**src/serial_port_pkg.sv**
```systemverilog
package serial_port_pkg;
	// Register indices on the plain port
	localparam logic [3:0] ADDR_CONTROL = 4'h0;
	localparam logic [3:0] ADDR_TX_DATA = 4'h1;
	localparam logic [3:0] ADDR_RX_DATA = 4'h2;
	localparam logic [3:0] ADDR_IRQ_STATUS = 4'h3;
	localparam logic [3:0] ADDR_IRQ_MASK = 4'h4;
	localparam logic [3:0] ADDR_PIN_CONTROL = 4'h5;
	// Control register field positions
	localparam int TX_EMPTY_BIT = 18;
	localparam int TX_READY_BIT = 17;
	localparam int TX_ENABLE_BIT = 16;
	localparam int LOOPBACK_BIT = 15;
	localparam int JUSTIFY_HI = 14;
	localparam int JUSTIFY_LO = 13;
	localparam int CLKSTOP_HI = 12;
	localparam int CLKSTOP_LO = 11;
	localparam int DATA_OUT_EN_BIT = 7;
	localparam int IRQ_SEL_HI = 5;
	localparam int IRQ_SEL_LO = 4;
	localparam int SYNC_ERR_BIT = 3;
	localparam int OVERRUN_BIT = 2;
	localparam int RX_READY_BIT = 1;
	localparam int RX_ENABLE_BIT = 0;
	// Pin control register: transmit clock polarity
	localparam int CLK_POL_BIT = 0;
	// Interrupt status bits
	localparam int IRQ_RX_EVENT = 0;
	localparam int IRQ_OVERRUN = 1;
	localparam int IRQ_TX_READY = 2;
	localparam int IRQ_BITS = 3;
	localparam logic [1:0] JUSTIFY_RIGHT_ZERO = 2'h0;
	localparam logic [1:0] JUSTIFY_RIGHT_SIGN = 2'h1;
	localparam logic [1:0] JUSTIFY_LEFT_ZERO = 2'h2;
	localparam logic [1:0] CLKSTOP_OFF = 2'h0;
	localparam logic [1:0] CLKSTOP_NODELAY = 2'h2;
	localparam logic [1:0] CLKSTOP_DELAY = 2'h3;
	localparam logic [1:0] IRQSEL_BLOCK = 2'h1;
	localparam logic [1:0] IRQSEL_FRAME = 2'h2;
	localparam logic [1:0] IRQSEL_SYNCERR = 2'h3;
	// Serial clock half period in device clocks (250 MHz)
	localparam int CLK_HALF_CYCLES = 4;
	localparam int WORD_BITS = 8;
	typedef enum logic [2:0] {
		TX_IDLE = 3'b001,
		TX_DELAY = 3'b010,
		TX_SHIFT = 3'b100
	} tx_state_t;
endpackage

```
**src/edge_finder.sv**
```systemverilog
`timescale 1ns/100ps
// Two-flop synchroniser plus edge detect for one outside level
module edge_finder
(
	input wire logic clk,
	input wire logic reset,
	input wire logic enable,
	input wire logic pinIn,
	output logic level,
	output logic rise,
	output logic fall
);
	logic meta;
	logic sync;
	logic last;
	always_ff @(posedge clk or posedge reset)
	begin
		if (reset)
		begin
			meta <= 1'b0;
			sync <= 1'b0;
			last <= 1'b0;
		end
		else if (enable)
		begin
			meta <= pinIn;
			sync <= meta;
			last <= sync;
		end
	end
	assign level = sync;
	assign rise = sync & ~last;
	assign fall = ~sync & last;
endmodule

```
**src/serial_port_control_status.sv**
```systemverilog
// The implementer's own choices: the address map and the plain strobed port.
`timescale 1ns/100ps
// How it works
// - Bit 18 shows transmit shifter holds data
// - Bit 17 set when transmit register free and bit 16 set
// - Bit 16 low holds transmitter in reset
// - Bit 15 selects digital loopback
// - Bits 14-13 set receive justification
// - Clock-stop 0 normal clocking; 1 reserved
// - Rising polarity: 2 rise first, 3 delayed
// - Falling polarity: 2 falls, 3 delayed fall
// - Reserved bits read zero, ignore writes
// - Bits 5-4 choose receive interrupt source
// - Bit 3 sync error; write forces if enabled
// - Bit 2 overrun when all receive stages full
// - Bit 1 low while nothing to read
// - Bit 1 high when receive word available
// - Bit 0 low holds receiver in reset
module serial_port_control_status
#(
	parameter int WORD_BITS = serial_port_pkg::WORD_BITS,
	parameter int HALF_CYCLES = serial_port_pkg::CLK_HALF_CYCLES
)
(
	input wire logic clk,
	input wire logic reset,
	input wire logic clkEnable,
	input wire logic [3:0] address,
	input wire logic [31:0] writeData,
	input wire logic writeStrobe,
	input wire logic readStrobe,
	output logic [31:0] readData,
	output logic irq,
	output logic rxInterrupt,
	input wire logic rxDataPin,
	input wire logic rxClockPin,
	input wire logic rxFramePin,
	output logic txDataPin,
	output logic txDataPinOe_n,
	output logic txClockPin,
	output logic txFramePin
);
	initial
	begin
		if (WORD_BITS < 2 || WORD_BITS > 32 || HALF_CYCLES < 1 || HALF_CYCLES > 256)
			$error("serial_port_control_status: unsupported parameters");
	end

	// Writable control fields and sticky interrupt status
	logic txEnable;
	logic loopbackEnable;
	logic [1:0] justifyMode;
	logic [1:0] clockStopMode;
	logic dataOutEnabler;
	logic [1:0] irqSourceSelect;
	logic rxEnable;
	logic txClockPolarity;
	logic [serial_port_pkg::IRQ_BITS-1:0] irqStatus;
	logic [serial_port_pkg::IRQ_BITS-1:0] irqMask;
	// Transmit path
	logic [WORD_BITS-1:0] txDataReg;
	logic txDataFull;
	logic [WORD_BITS-1:0] txShift;
	logic [5:0] txBitCount;
	logic [7:0] halfCount;
	serial_port_pkg::tx_state_t txState;
	logic sclk;
	// Receive path
	logic [WORD_BITS-1:0] rxShift;
	logic [5:0] rxBitCount;
	logic [WORD_BITS-1:0] rxBuffer;
	logic rxBufferFull;
	logic [WORD_BITS-1:0] rxDataReg;
	logic rxReady;
	logic overrun;
	logic syncError;
	logic rxInFrame;
	logic rxWordDone;

	wire ctrlWrite = writeStrobe && address == serial_port_pkg::ADDR_CONTROL;
	wire txWrite = writeStrobe && address == serial_port_pkg::ADDR_TX_DATA;
	wire rxRead = readStrobe && address == serial_port_pkg::ADDR_RX_DATA;
	wire statusRead = readStrobe && address == serial_port_pkg::ADDR_IRQ_STATUS;

	// External receive pins pass two flops before use
	logic extData, extClkRise, extClkFall, extFrameRise;
	edge_finder dataSync (.clk(clk), .reset(reset), .enable(clkEnable), .pinIn(rxDataPin),
		.level(extData), .rise(), .fall());
	edge_finder clkSync (.clk(clk), .reset(reset), .enable(clkEnable), .pinIn(rxClockPin),
		.level(), .rise(extClkRise), .fall(extClkFall));
	edge_finder frameSync (.clk(clk), .reset(reset), .enable(clkEnable), .pinIn(rxFramePin),
		.level(), .rise(extFrameRise), .fall());

	// Internal transmit clock edges, already in this domain
	wire halfDone = txState != serial_port_pkg::TX_IDLE && halfCount == 8'(HALF_CYCLES - 1);
	wire intClkRise = halfDone && !sclk && txState == serial_port_pkg::TX_SHIFT;
	wire intClkFall = halfDone && sclk && txState == serial_port_pkg::TX_SHIFT;
	wire intFrame = txState == serial_port_pkg::TX_IDLE && txDataFull && txEnable;
	// A delayed start with rising-edge sampling rests high so that its first edge falls
	wire idleLevel = txClockPolarity || clockStopMode == serial_port_pkg::CLKSTOP_DELAY;
	wire sampleEdge = sclk == txClockPolarity;

	// Loopback bypasses the pins entirely
	wire rxBit = loopbackEnable ? txShift[WORD_BITS-1] : extData;
	wire rxSample = loopbackEnable ? (txClockPolarity ? intClkFall : intClkRise)
		: (txClockPolarity ? extClkFall : extClkRise);
	wire rxFrameStart = loopbackEnable ? intFrame : extFrameRise;

	always_ff @(posedge clk or posedge reset)
	begin
		if (reset)
		begin
			txEnable <= 1'b0;
			loopbackEnable <= 1'b0;
			justifyMode <= serial_port_pkg::JUSTIFY_RIGHT_ZERO;
			clockStopMode <= serial_port_pkg::CLKSTOP_OFF;
			dataOutEnabler <= 1'b0;
			irqSourceSelect <= 2'h0;
			rxEnable <= 1'b0;
			txClockPolarity <= 1'b0;
			irqMask <= '0;
		end
		else if (clkEnable && writeStrobe)
		begin
			if (address == serial_port_pkg::ADDR_CONTROL)
			begin
				// Status and reserved positions are simply not stored
				txEnable <= writeData[serial_port_pkg::TX_ENABLE_BIT];
				loopbackEnable <= writeData[serial_port_pkg::LOOPBACK_BIT];
				justifyMode <= writeData[serial_port_pkg::JUSTIFY_HI:serial_port_pkg::JUSTIFY_LO];
				clockStopMode <= writeData[serial_port_pkg::CLKSTOP_HI:serial_port_pkg::CLKSTOP_LO];
				dataOutEnabler <= writeData[serial_port_pkg::DATA_OUT_EN_BIT];
				irqSourceSelect <= writeData[serial_port_pkg::IRQ_SEL_HI:serial_port_pkg::IRQ_SEL_LO];
				rxEnable <= writeData[serial_port_pkg::RX_ENABLE_BIT];
			end
			if (address == serial_port_pkg::ADDR_PIN_CONTROL)
				txClockPolarity <= writeData[serial_port_pkg::CLK_POL_BIT];
			if (address == serial_port_pkg::ADDR_IRQ_MASK)
				irqMask <= writeData[serial_port_pkg::IRQ_BITS-1:0];
		end
	end

	// Transmit data register
	always_ff @(posedge clk or posedge reset)
	begin
		if (reset)
		begin
			txDataReg <= '0;
			txDataFull <= 1'b0;
		end
		else if (clkEnable)
		begin
			if (!txEnable)
				txDataFull <= 1'b0;
			else if (txWrite)
			begin
				txDataReg <= writeData[WORD_BITS-1:0];
				txDataFull <= 1'b1;
			end
			else if (intFrame)
				txDataFull <= 1'b0;
		end
	end

	// Transmit shifter and serial clock generator
	always_ff @(posedge clk or posedge reset)
	begin
		if (reset)
		begin
			txState <= serial_port_pkg::TX_IDLE;
			txShift <= '0;
			txBitCount <= '0;
			halfCount <= '0;
			sclk <= 1'b0;
		end
		else if (clkEnable)
		begin
			if (!txEnable)
			begin
				txState <= serial_port_pkg::TX_IDLE;
				txBitCount <= '0;
				halfCount <= '0;
				sclk <= idleLevel;
			end
			else
			begin
				case (txState)
					serial_port_pkg::TX_IDLE:
					begin
						// Idle level: clock rests at its quiet level
						sclk <= idleLevel;
						halfCount <= '0;
						if (intFrame)
						begin
							txShift <= txDataReg;
							txBitCount <= 6'(WORD_BITS);
							// Delayed mode adds half a period: first edge comes a full period after load
							if (clockStopMode == serial_port_pkg::CLKSTOP_DELAY)
								txState <= serial_port_pkg::TX_DELAY;
							else
								txState <= serial_port_pkg::TX_SHIFT;
						end
					end
					serial_port_pkg::TX_DELAY:
					begin
						halfCount <= halfCount + 8'h01;
						if (halfDone)
						begin
							halfCount <= '0;
							txState <= serial_port_pkg::TX_SHIFT;
						end
					end
					serial_port_pkg::TX_SHIFT:
					begin
						halfCount <= halfCount + 8'h01;
						if (halfDone)
						begin
							halfCount <= '0;
							sclk <= ~sclk;
							if (sampleEdge)
							begin
								txBitCount <= txBitCount - 6'h01;
								// A high resting clock with rising-edge sampling ends on its last sampling edge
								if (txBitCount == 6'h01 && ~sclk == idleLevel)
									txState <= serial_port_pkg::TX_IDLE;
							end
							else if (txBitCount == 6'h00)
								txState <= serial_port_pkg::TX_IDLE;
							// No shift before the first sample: the top bit must be seen
							else if (txBitCount != 6'(WORD_BITS))
								txShift <= {txShift[WORD_BITS-2:0], 1'b0};
						end
					end
					default:
						txState <= serial_port_pkg::TX_IDLE;
				endcase
			end
		end
	end

	wire txShifterBusy = txState != serial_port_pkg::TX_IDLE;

	// Receive shifter, buffer and data register
	always_ff @(posedge clk or posedge reset)
	begin
		if (reset)
		begin
			rxShift <= '0;
			rxBitCount <= '0;
			rxInFrame <= 1'b0;
			rxWordDone <= 1'b0;
			rxBuffer <= '0;
			rxBufferFull <= 1'b0;
			rxDataReg <= '0;
			rxReady <= 1'b0;
			overrun <= 1'b0;
		end
		else if (clkEnable)
		begin
			rxWordDone <= 1'b0;
			if (!rxEnable)
			begin
				rxInFrame <= 1'b0;
				rxBitCount <= '0;
				rxBufferFull <= 1'b0;
				rxReady <= 1'b0;
				overrun <= 1'b0;
			end
			else
			begin
				if (rxFrameStart)
				begin
					rxInFrame <= 1'b1;
					rxBitCount <= '0;
				end
				else if (rxInFrame && rxSample)
				begin
					rxShift <= {rxShift[WORD_BITS-2:0], rxBit};
					rxBitCount <= rxBitCount + 6'h01;
					if (rxBitCount == 6'(WORD_BITS - 1))
					begin
						rxInFrame <= 1'b0;
						rxWordDone <= 1'b1;
					end
				end
				// Word moves shifter to buffer; buffer to data register when that is empty or read
				if (rxWordDone)
				begin
					if (!rxBufferFull || !rxReady)
					begin
						rxBuffer <= rxShift;
						rxBufferFull <= 1'b1;
					end
					else
						overrun <= 1'b1;
				end
				else if (rxBufferFull && (!rxReady || rxRead))
				begin
					rxDataReg <= rxBuffer;
					rxBufferFull <= 1'b0;
					rxReady <= 1'b1;
					overrun <= 1'b0;
				end
				else if (rxRead)
				begin
					rxReady <= 1'b0;
					overrun <= 1'b0;
				end
			end
		end
	end

	// Justification of the received word
	logic [31:0] rxJustified;
	always_comb
	begin
		rxJustified = '0;
		case (justifyMode)
			serial_port_pkg::JUSTIFY_RIGHT_SIGN:
				rxJustified = 32'($signed(rxDataReg));
			serial_port_pkg::JUSTIFY_LEFT_ZERO:
				rxJustified = {rxDataReg, {(32 - WORD_BITS){1'b0}}};
			default:
				rxJustified = 32'(rxDataReg);
		endcase
	end

	// Frame sync error: a new frame arriving mid-word; writes may force it
	wire forceSync = ctrlWrite && writeData[serial_port_pkg::SYNC_ERR_BIT] && rxEnable;
	always_ff @(posedge clk or posedge reset)
	begin
		if (reset)
			syncError <= 1'b0;
		else if (clkEnable)
		begin
			if (!rxEnable)
				syncError <= 1'b0;
			else if ((rxFrameStart && rxInFrame) || forceSync)
				syncError <= 1'b1;
			else if (ctrlWrite)
				syncError <= 1'b0;
		end
	end

	// Receive interrupt source selection
	logic rxEvent;
	always_comb
	begin
		case (irqSourceSelect)
			serial_port_pkg::IRQSEL_BLOCK: rxEvent = rxWordDone;
			serial_port_pkg::IRQSEL_FRAME: rxEvent = rxFrameStart && rxEnable;
			serial_port_pkg::IRQSEL_SYNCERR: rxEvent = syncError;
			default: rxEvent = 1'b0;
		endcase
	end

	wire [serial_port_pkg::IRQ_BITS-1:0] irqEvents = {txWrite == 1'b0 && txEnable
		&& !txDataFull, rxWordDone && rxReady && rxBufferFull, rxEvent};

	// Sticky status: events win over the read that clears
	always_ff @(posedge clk or posedge reset)
	begin
		if (reset)
		begin
			irqStatus <= '0;
			irq <= 1'b0;
			rxInterrupt <= 1'b0;
		end
		else if (clkEnable)
		begin
			irqStatus <= (statusRead ? '0 : irqStatus) | irqEvents;
			irq <= |(irqStatus & irqMask);
			rxInterrupt <= rxEvent;
		end
	end

	// Control register readback
	logic [31:0] controlView;
	always_comb
	begin
		controlView = '0;
		controlView[serial_port_pkg::TX_EMPTY_BIT] = txShifterBusy;
		controlView[serial_port_pkg::TX_READY_BIT] = txEnable && !txDataFull;
		controlView[serial_port_pkg::TX_ENABLE_BIT] = txEnable;
		controlView[serial_port_pkg::LOOPBACK_BIT] = loopbackEnable;
		controlView[serial_port_pkg::JUSTIFY_HI:serial_port_pkg::JUSTIFY_LO] = justifyMode;
		controlView[serial_port_pkg::CLKSTOP_HI:serial_port_pkg::CLKSTOP_LO] = clockStopMode;
		controlView[serial_port_pkg::DATA_OUT_EN_BIT] = dataOutEnabler;
		controlView[serial_port_pkg::IRQ_SEL_HI:serial_port_pkg::IRQ_SEL_LO] = irqSourceSelect;
		controlView[serial_port_pkg::SYNC_ERR_BIT] = syncError;
		controlView[serial_port_pkg::OVERRUN_BIT] = overrun;
		controlView[serial_port_pkg::RX_READY_BIT] = rxReady;
		controlView[serial_port_pkg::RX_ENABLE_BIT] = rxEnable;
	end

	always_ff @(posedge clk or posedge reset)
	begin
		if (reset)
			readData <= '0;
		else if (clkEnable)
		begin
			readData <= '0;
			if (readStrobe)
			begin
				case (address)
					serial_port_pkg::ADDR_CONTROL: readData <= controlView;
					serial_port_pkg::ADDR_TX_DATA: readData <= 32'(txDataReg);
					serial_port_pkg::ADDR_RX_DATA: readData <= rxJustified;
					serial_port_pkg::ADDR_IRQ_STATUS: readData <= 32'(irqStatus);
					serial_port_pkg::ADDR_IRQ_MASK: readData <= 32'(irqMask);
					serial_port_pkg::ADDR_PIN_CONTROL: readData <= 32'(txClockPolarity);
					default: readData <= '0;
				endcase
			end
		end
	end

	// Pin outputs, registered
	always_ff @(posedge clk or posedge reset)
	begin
		if (reset)
		begin
			txDataPin <= 1'b0;
			txDataPinOe_n <= 1'b1;
			txClockPin <= 1'b0;
			txFramePin <= 1'b0;
		end
		else if (clkEnable)
		begin
			txDataPin <= txShift[WORD_BITS-1];
			// Enabler keeps the pin driven between words as well
			txDataPinOe_n <= !(txShifterBusy || (dataOutEnabler && txEnable)) || loopbackEnable;
			txClockPin <= sclk;
			txFramePin <= intFrame;
		end
	end

	tx_ready_a: assert property (@(posedge clk) disable iff (reset)
		clkEnable && !txEnable |=> !txDataFull && !txShifterBusy)
		else $error("transmitter active while held in reset");
	rx_reset_a: assert property (@(posedge clk) disable iff (reset)
		clkEnable && !rxEnable |=> !rxReady && !overrun)
		else $error("receiver flags set while in reset");
	overrun_cause_a: assert property (@(posedge clk) disable iff (reset)
		$rose(overrun) |-> $past(rxReady) && $past(rxBufferFull))
		else $error("overrun without full receive stages");
	empty_read_a: assert property (@(posedge clk) disable iff (reset)
		clkEnable && rxRead && !rxBufferFull && !rxWordDone && rxEnable |=> !rxReady)
		else $error("receiver ready after read of last word");
	irq_level_a: assert property (@(posedge clk) disable iff (reset)
		clkEnable && |(irqStatus & irqMask) |=> irq)
		else $error("interrupt not raised for unmasked status");
	sync_force_a: assert property (@(posedge clk) disable iff (reset)
		clkEnable && forceSync |=> syncError)
		else $error("forced sync error not set");
	reserved_zero_a: assert property (@(posedge clk) disable iff (reset)
		clkEnable && readStrobe && address == serial_port_pkg::ADDR_CONTROL
		|=> readData[10:8] == 3'h0 && !readData[6])
		else $error("reserved control bits read non-zero");
	shifter_flag_a: assert property (@(posedge clk) disable iff (reset)
		clkEnable && intFrame |=> txShifterBusy)
		else $error("shifter not busy after load");
endmodule

```
**config.mk**
```make
export PLATFORM = sky130hd
export DESIGN_NAME = serial_port_control_status
export DESIGN_NICKNAME = d
export VERILOG_FILES = /design/src/serial_port_pkg.sv /design/src/edge_finder.sv /design/src/serial_port_control_status.sv
export SDC_FILE = /design/constraint.sdc
export NUM_CORES = 1
export LEC_CHECK = 0
export ABC_CLOCK_PERIOD_IN_PS = 6000
export BUFFER_PORTS_ARGS = -buffer_cell sky130_fd_sc_hd__buf_2
export CORE_UTILIZATION = 53
export CTS_CLUSTER_SIZE = 30
export DETAILED_ROUTE_END_ITERATION = 8
export PLACE_DENSITY = 0.84
export SYNTH_ARGS = -nofsm -noshare
export SYNTH_HDL_FRONTEND = slang
export SYNTH_HIERARCHICAL = 1
export SYNTH_SLANG_ARGS = --single-unit
```
**constraint.sdc**
```tcl
create_clock -name clk -period 6 [get_ports clk]
set_clock_uncertainty 0.2 [all_clocks]
set_input_delay 0.3 -clock clk [delete_from_list [all_inputs] [get_ports clk]]
set_output_delay 0.3 -clock clk [all_outputs]
set_load 0.05 [all_outputs]
```
==> results by group <==
Finish
  – Post-layout util: 0.647
  – Most frequent cells in the layout: dfrtp_1 (125), buf_2 (63), mux2_2 (61)
  – Layout cells sized above 1: 0.281
  – Fillers: 807
  – Fin area: 7100 µm²
  – Diodes inserted: 0
  – Layout area overhead: 17.5%
  – Final #Nets: 653
  – Most common cell after layout, fill and taps aside: dfrtp_1

STA
  – Relative slew slack: 0.245
  – Slew Viols, Final: 0
  – Tmin final: 3720 ps
  – Worst Tran Pin Value: 1130 ps
  – Fin Hold WS: 128 ps
  – Setup violators final: 0
  – Period utilization: 0.620
  – Hold Fails Final Rpt: 0
  – Fmax: 269 MHz
  – Setup TNS: 0 ps
  – RSZ-0062 raised after global routing: false

Power and ir drop
  – Tot Pwr: 2.64 mW
  – Max VDD drop: 0.000295 V
  – Power per cell area: 372 nW/µm²
  – Static leakage: 3.27 nW

Global route
  – Initial antenna violation count: 0
  – Number of global-route vias before repair: 4691
  – Largest net degree at the start of global routing: 66
  – First-pass GRT wire length: 23400 µm
  – Gr usage total: 0.265
  – Grt ovf: 0

Clock tree
  – CTS tree: done
  – Insertion delay to the later sink of the worst-skew pair: 420 ps
  – Reg clk slew, reported paths: 60 ps
  – CTS sink cnt: 127
  – H-tree Lvls: 4
  – Postcts setup bufs: 0
  – CTS buffer count: 17
  – CTS Root Cell: clkbuf_16
  – Clk buf depth: 2

Run status
  – Status: finished, final reports clean

Route
  – Vias per cell: 6.15
  – First-pass DRT Iterations: 8
  – DRT iter0 DRCs: 502
  – Routed wire length: 14300 µm
  – Post-route DRC violation count: 0
  – WL per Instance: 19.0 µm
  – Antenna viol nets, final: 0
  – DR vias: 4647

Die
  – Initial core utilization: 0.551
  – Die extent in y: 109 µm
  – Die area: 11800 µm²
  – Ports: 82
  – Die W: 109 µm
  – Core footprint: 11000 µm²
  – FP Rows: 38

Synthesis
  – Avg Cell Area, Syn: 11.3 µm²
  – Synth Instances: 537
  – Yosys warning count: 6
  – Synthesized area: 6050 µm²
  – Syn Nets: 588

Setup path
  – Type of origin of the critical path: register
  – Crit path DAT: 3820 ps
  – Critical Path Fanout Max: 13
  – Endpoint type of the worst setup path: register
  – Setup CP Type: register to register
  – Required time of the worst setup path: 6100 ps

Placement
  – Placer Congestion: 0.883
  – I/O Buffers: 63
  – Area post-placement: 6360 µm²
  – Dpl hpwl: 9510 µm

Min path
  – Worst hold path type: input port to register

Job
  – # Max-Cap Violations: 0
## repair_timing
item	CTS	global route
hold buffers	18	0
resized for setup	0	0
hold endpoints to repair	87	0
## through the flow
step	setup WS, ps	std cells
2_1_floorplan	2350	537
3_5_place_dp	2300	705
3_3_place_gp	2450	705
5_1_grt	1970	755
4_1_cts	2280	755
6_report	2280	755
## power breakdown
group	internal (mW)	switching, mW	total (mW)
clock network	0.576	0.406	0.982
registers	0.980	0.131	1.11
logic	0.227	0.321	0.547
## critical path, stage by stage (launching register included)
cell,delay (ps)
dfrtp_1,470
nor3b_2,950
nand3_1,280
o32a_1,550
nor2_1,720
mux2_2,420
## cell type report
class	count	area (µm²)	area share
flip-flops and latches	127	3180	0.448
multi-input cells	359	2620	0.369
repair buffers	82	503	0.0708
clock buffers	18	429	0.0604
well taps	140	175	0.0247
clock inverters	14	134	0.0188
inverters	15	58.8	0.00828
## sequential cells by signal, indices dropped and copies added, names as in the netlist, 2 cells and up
| signal | flops |
|---|---|
| txState | 3 |
| irqSourceSelect | 2 |
| irqMask | 3 |
| rxBuffer | 8 |
| rxShift | 8 |
| halfCount | 8 |
| rxDataReg | 8 |
| txShift | 8 |
| justifyMode | 2 |
| readData | 25 |
| txDataReg | 8 |
| clockStopMode | 2 |
| rxBitCount | 6 |
| txBitCount | 6 |
| irqStatus | 3 |
## path summary, 6_finish.rpt
kind | startpoint | endpoint | slack, ps | cells past startpoint
setup / recovery | txState[2] | rxShift[5] | 2280 | 5
hold / removal | readStrobe | irqStatus[2] | 130 | 3
setup reg to reg | txState[2] | rxShift[5] | 2280 | 5
hold reg to reg | rxInterrupt | rxInterrupt | 270 | 1
max in group asynchronous | reset | readData[11] | 3960 | 4
min in group asynchronous | reset | dataSync/meta | 140 | 3
## per-layer routing
metal / GRT usage / part of all wire
met4: 0.0878 / 0.019
met3: 0.0753 / 0.073
met1: 0.333 / 0.41
met5: 0 / 0
met2: 0.442 / 0.50
Power figures use the tool's default switching activity.
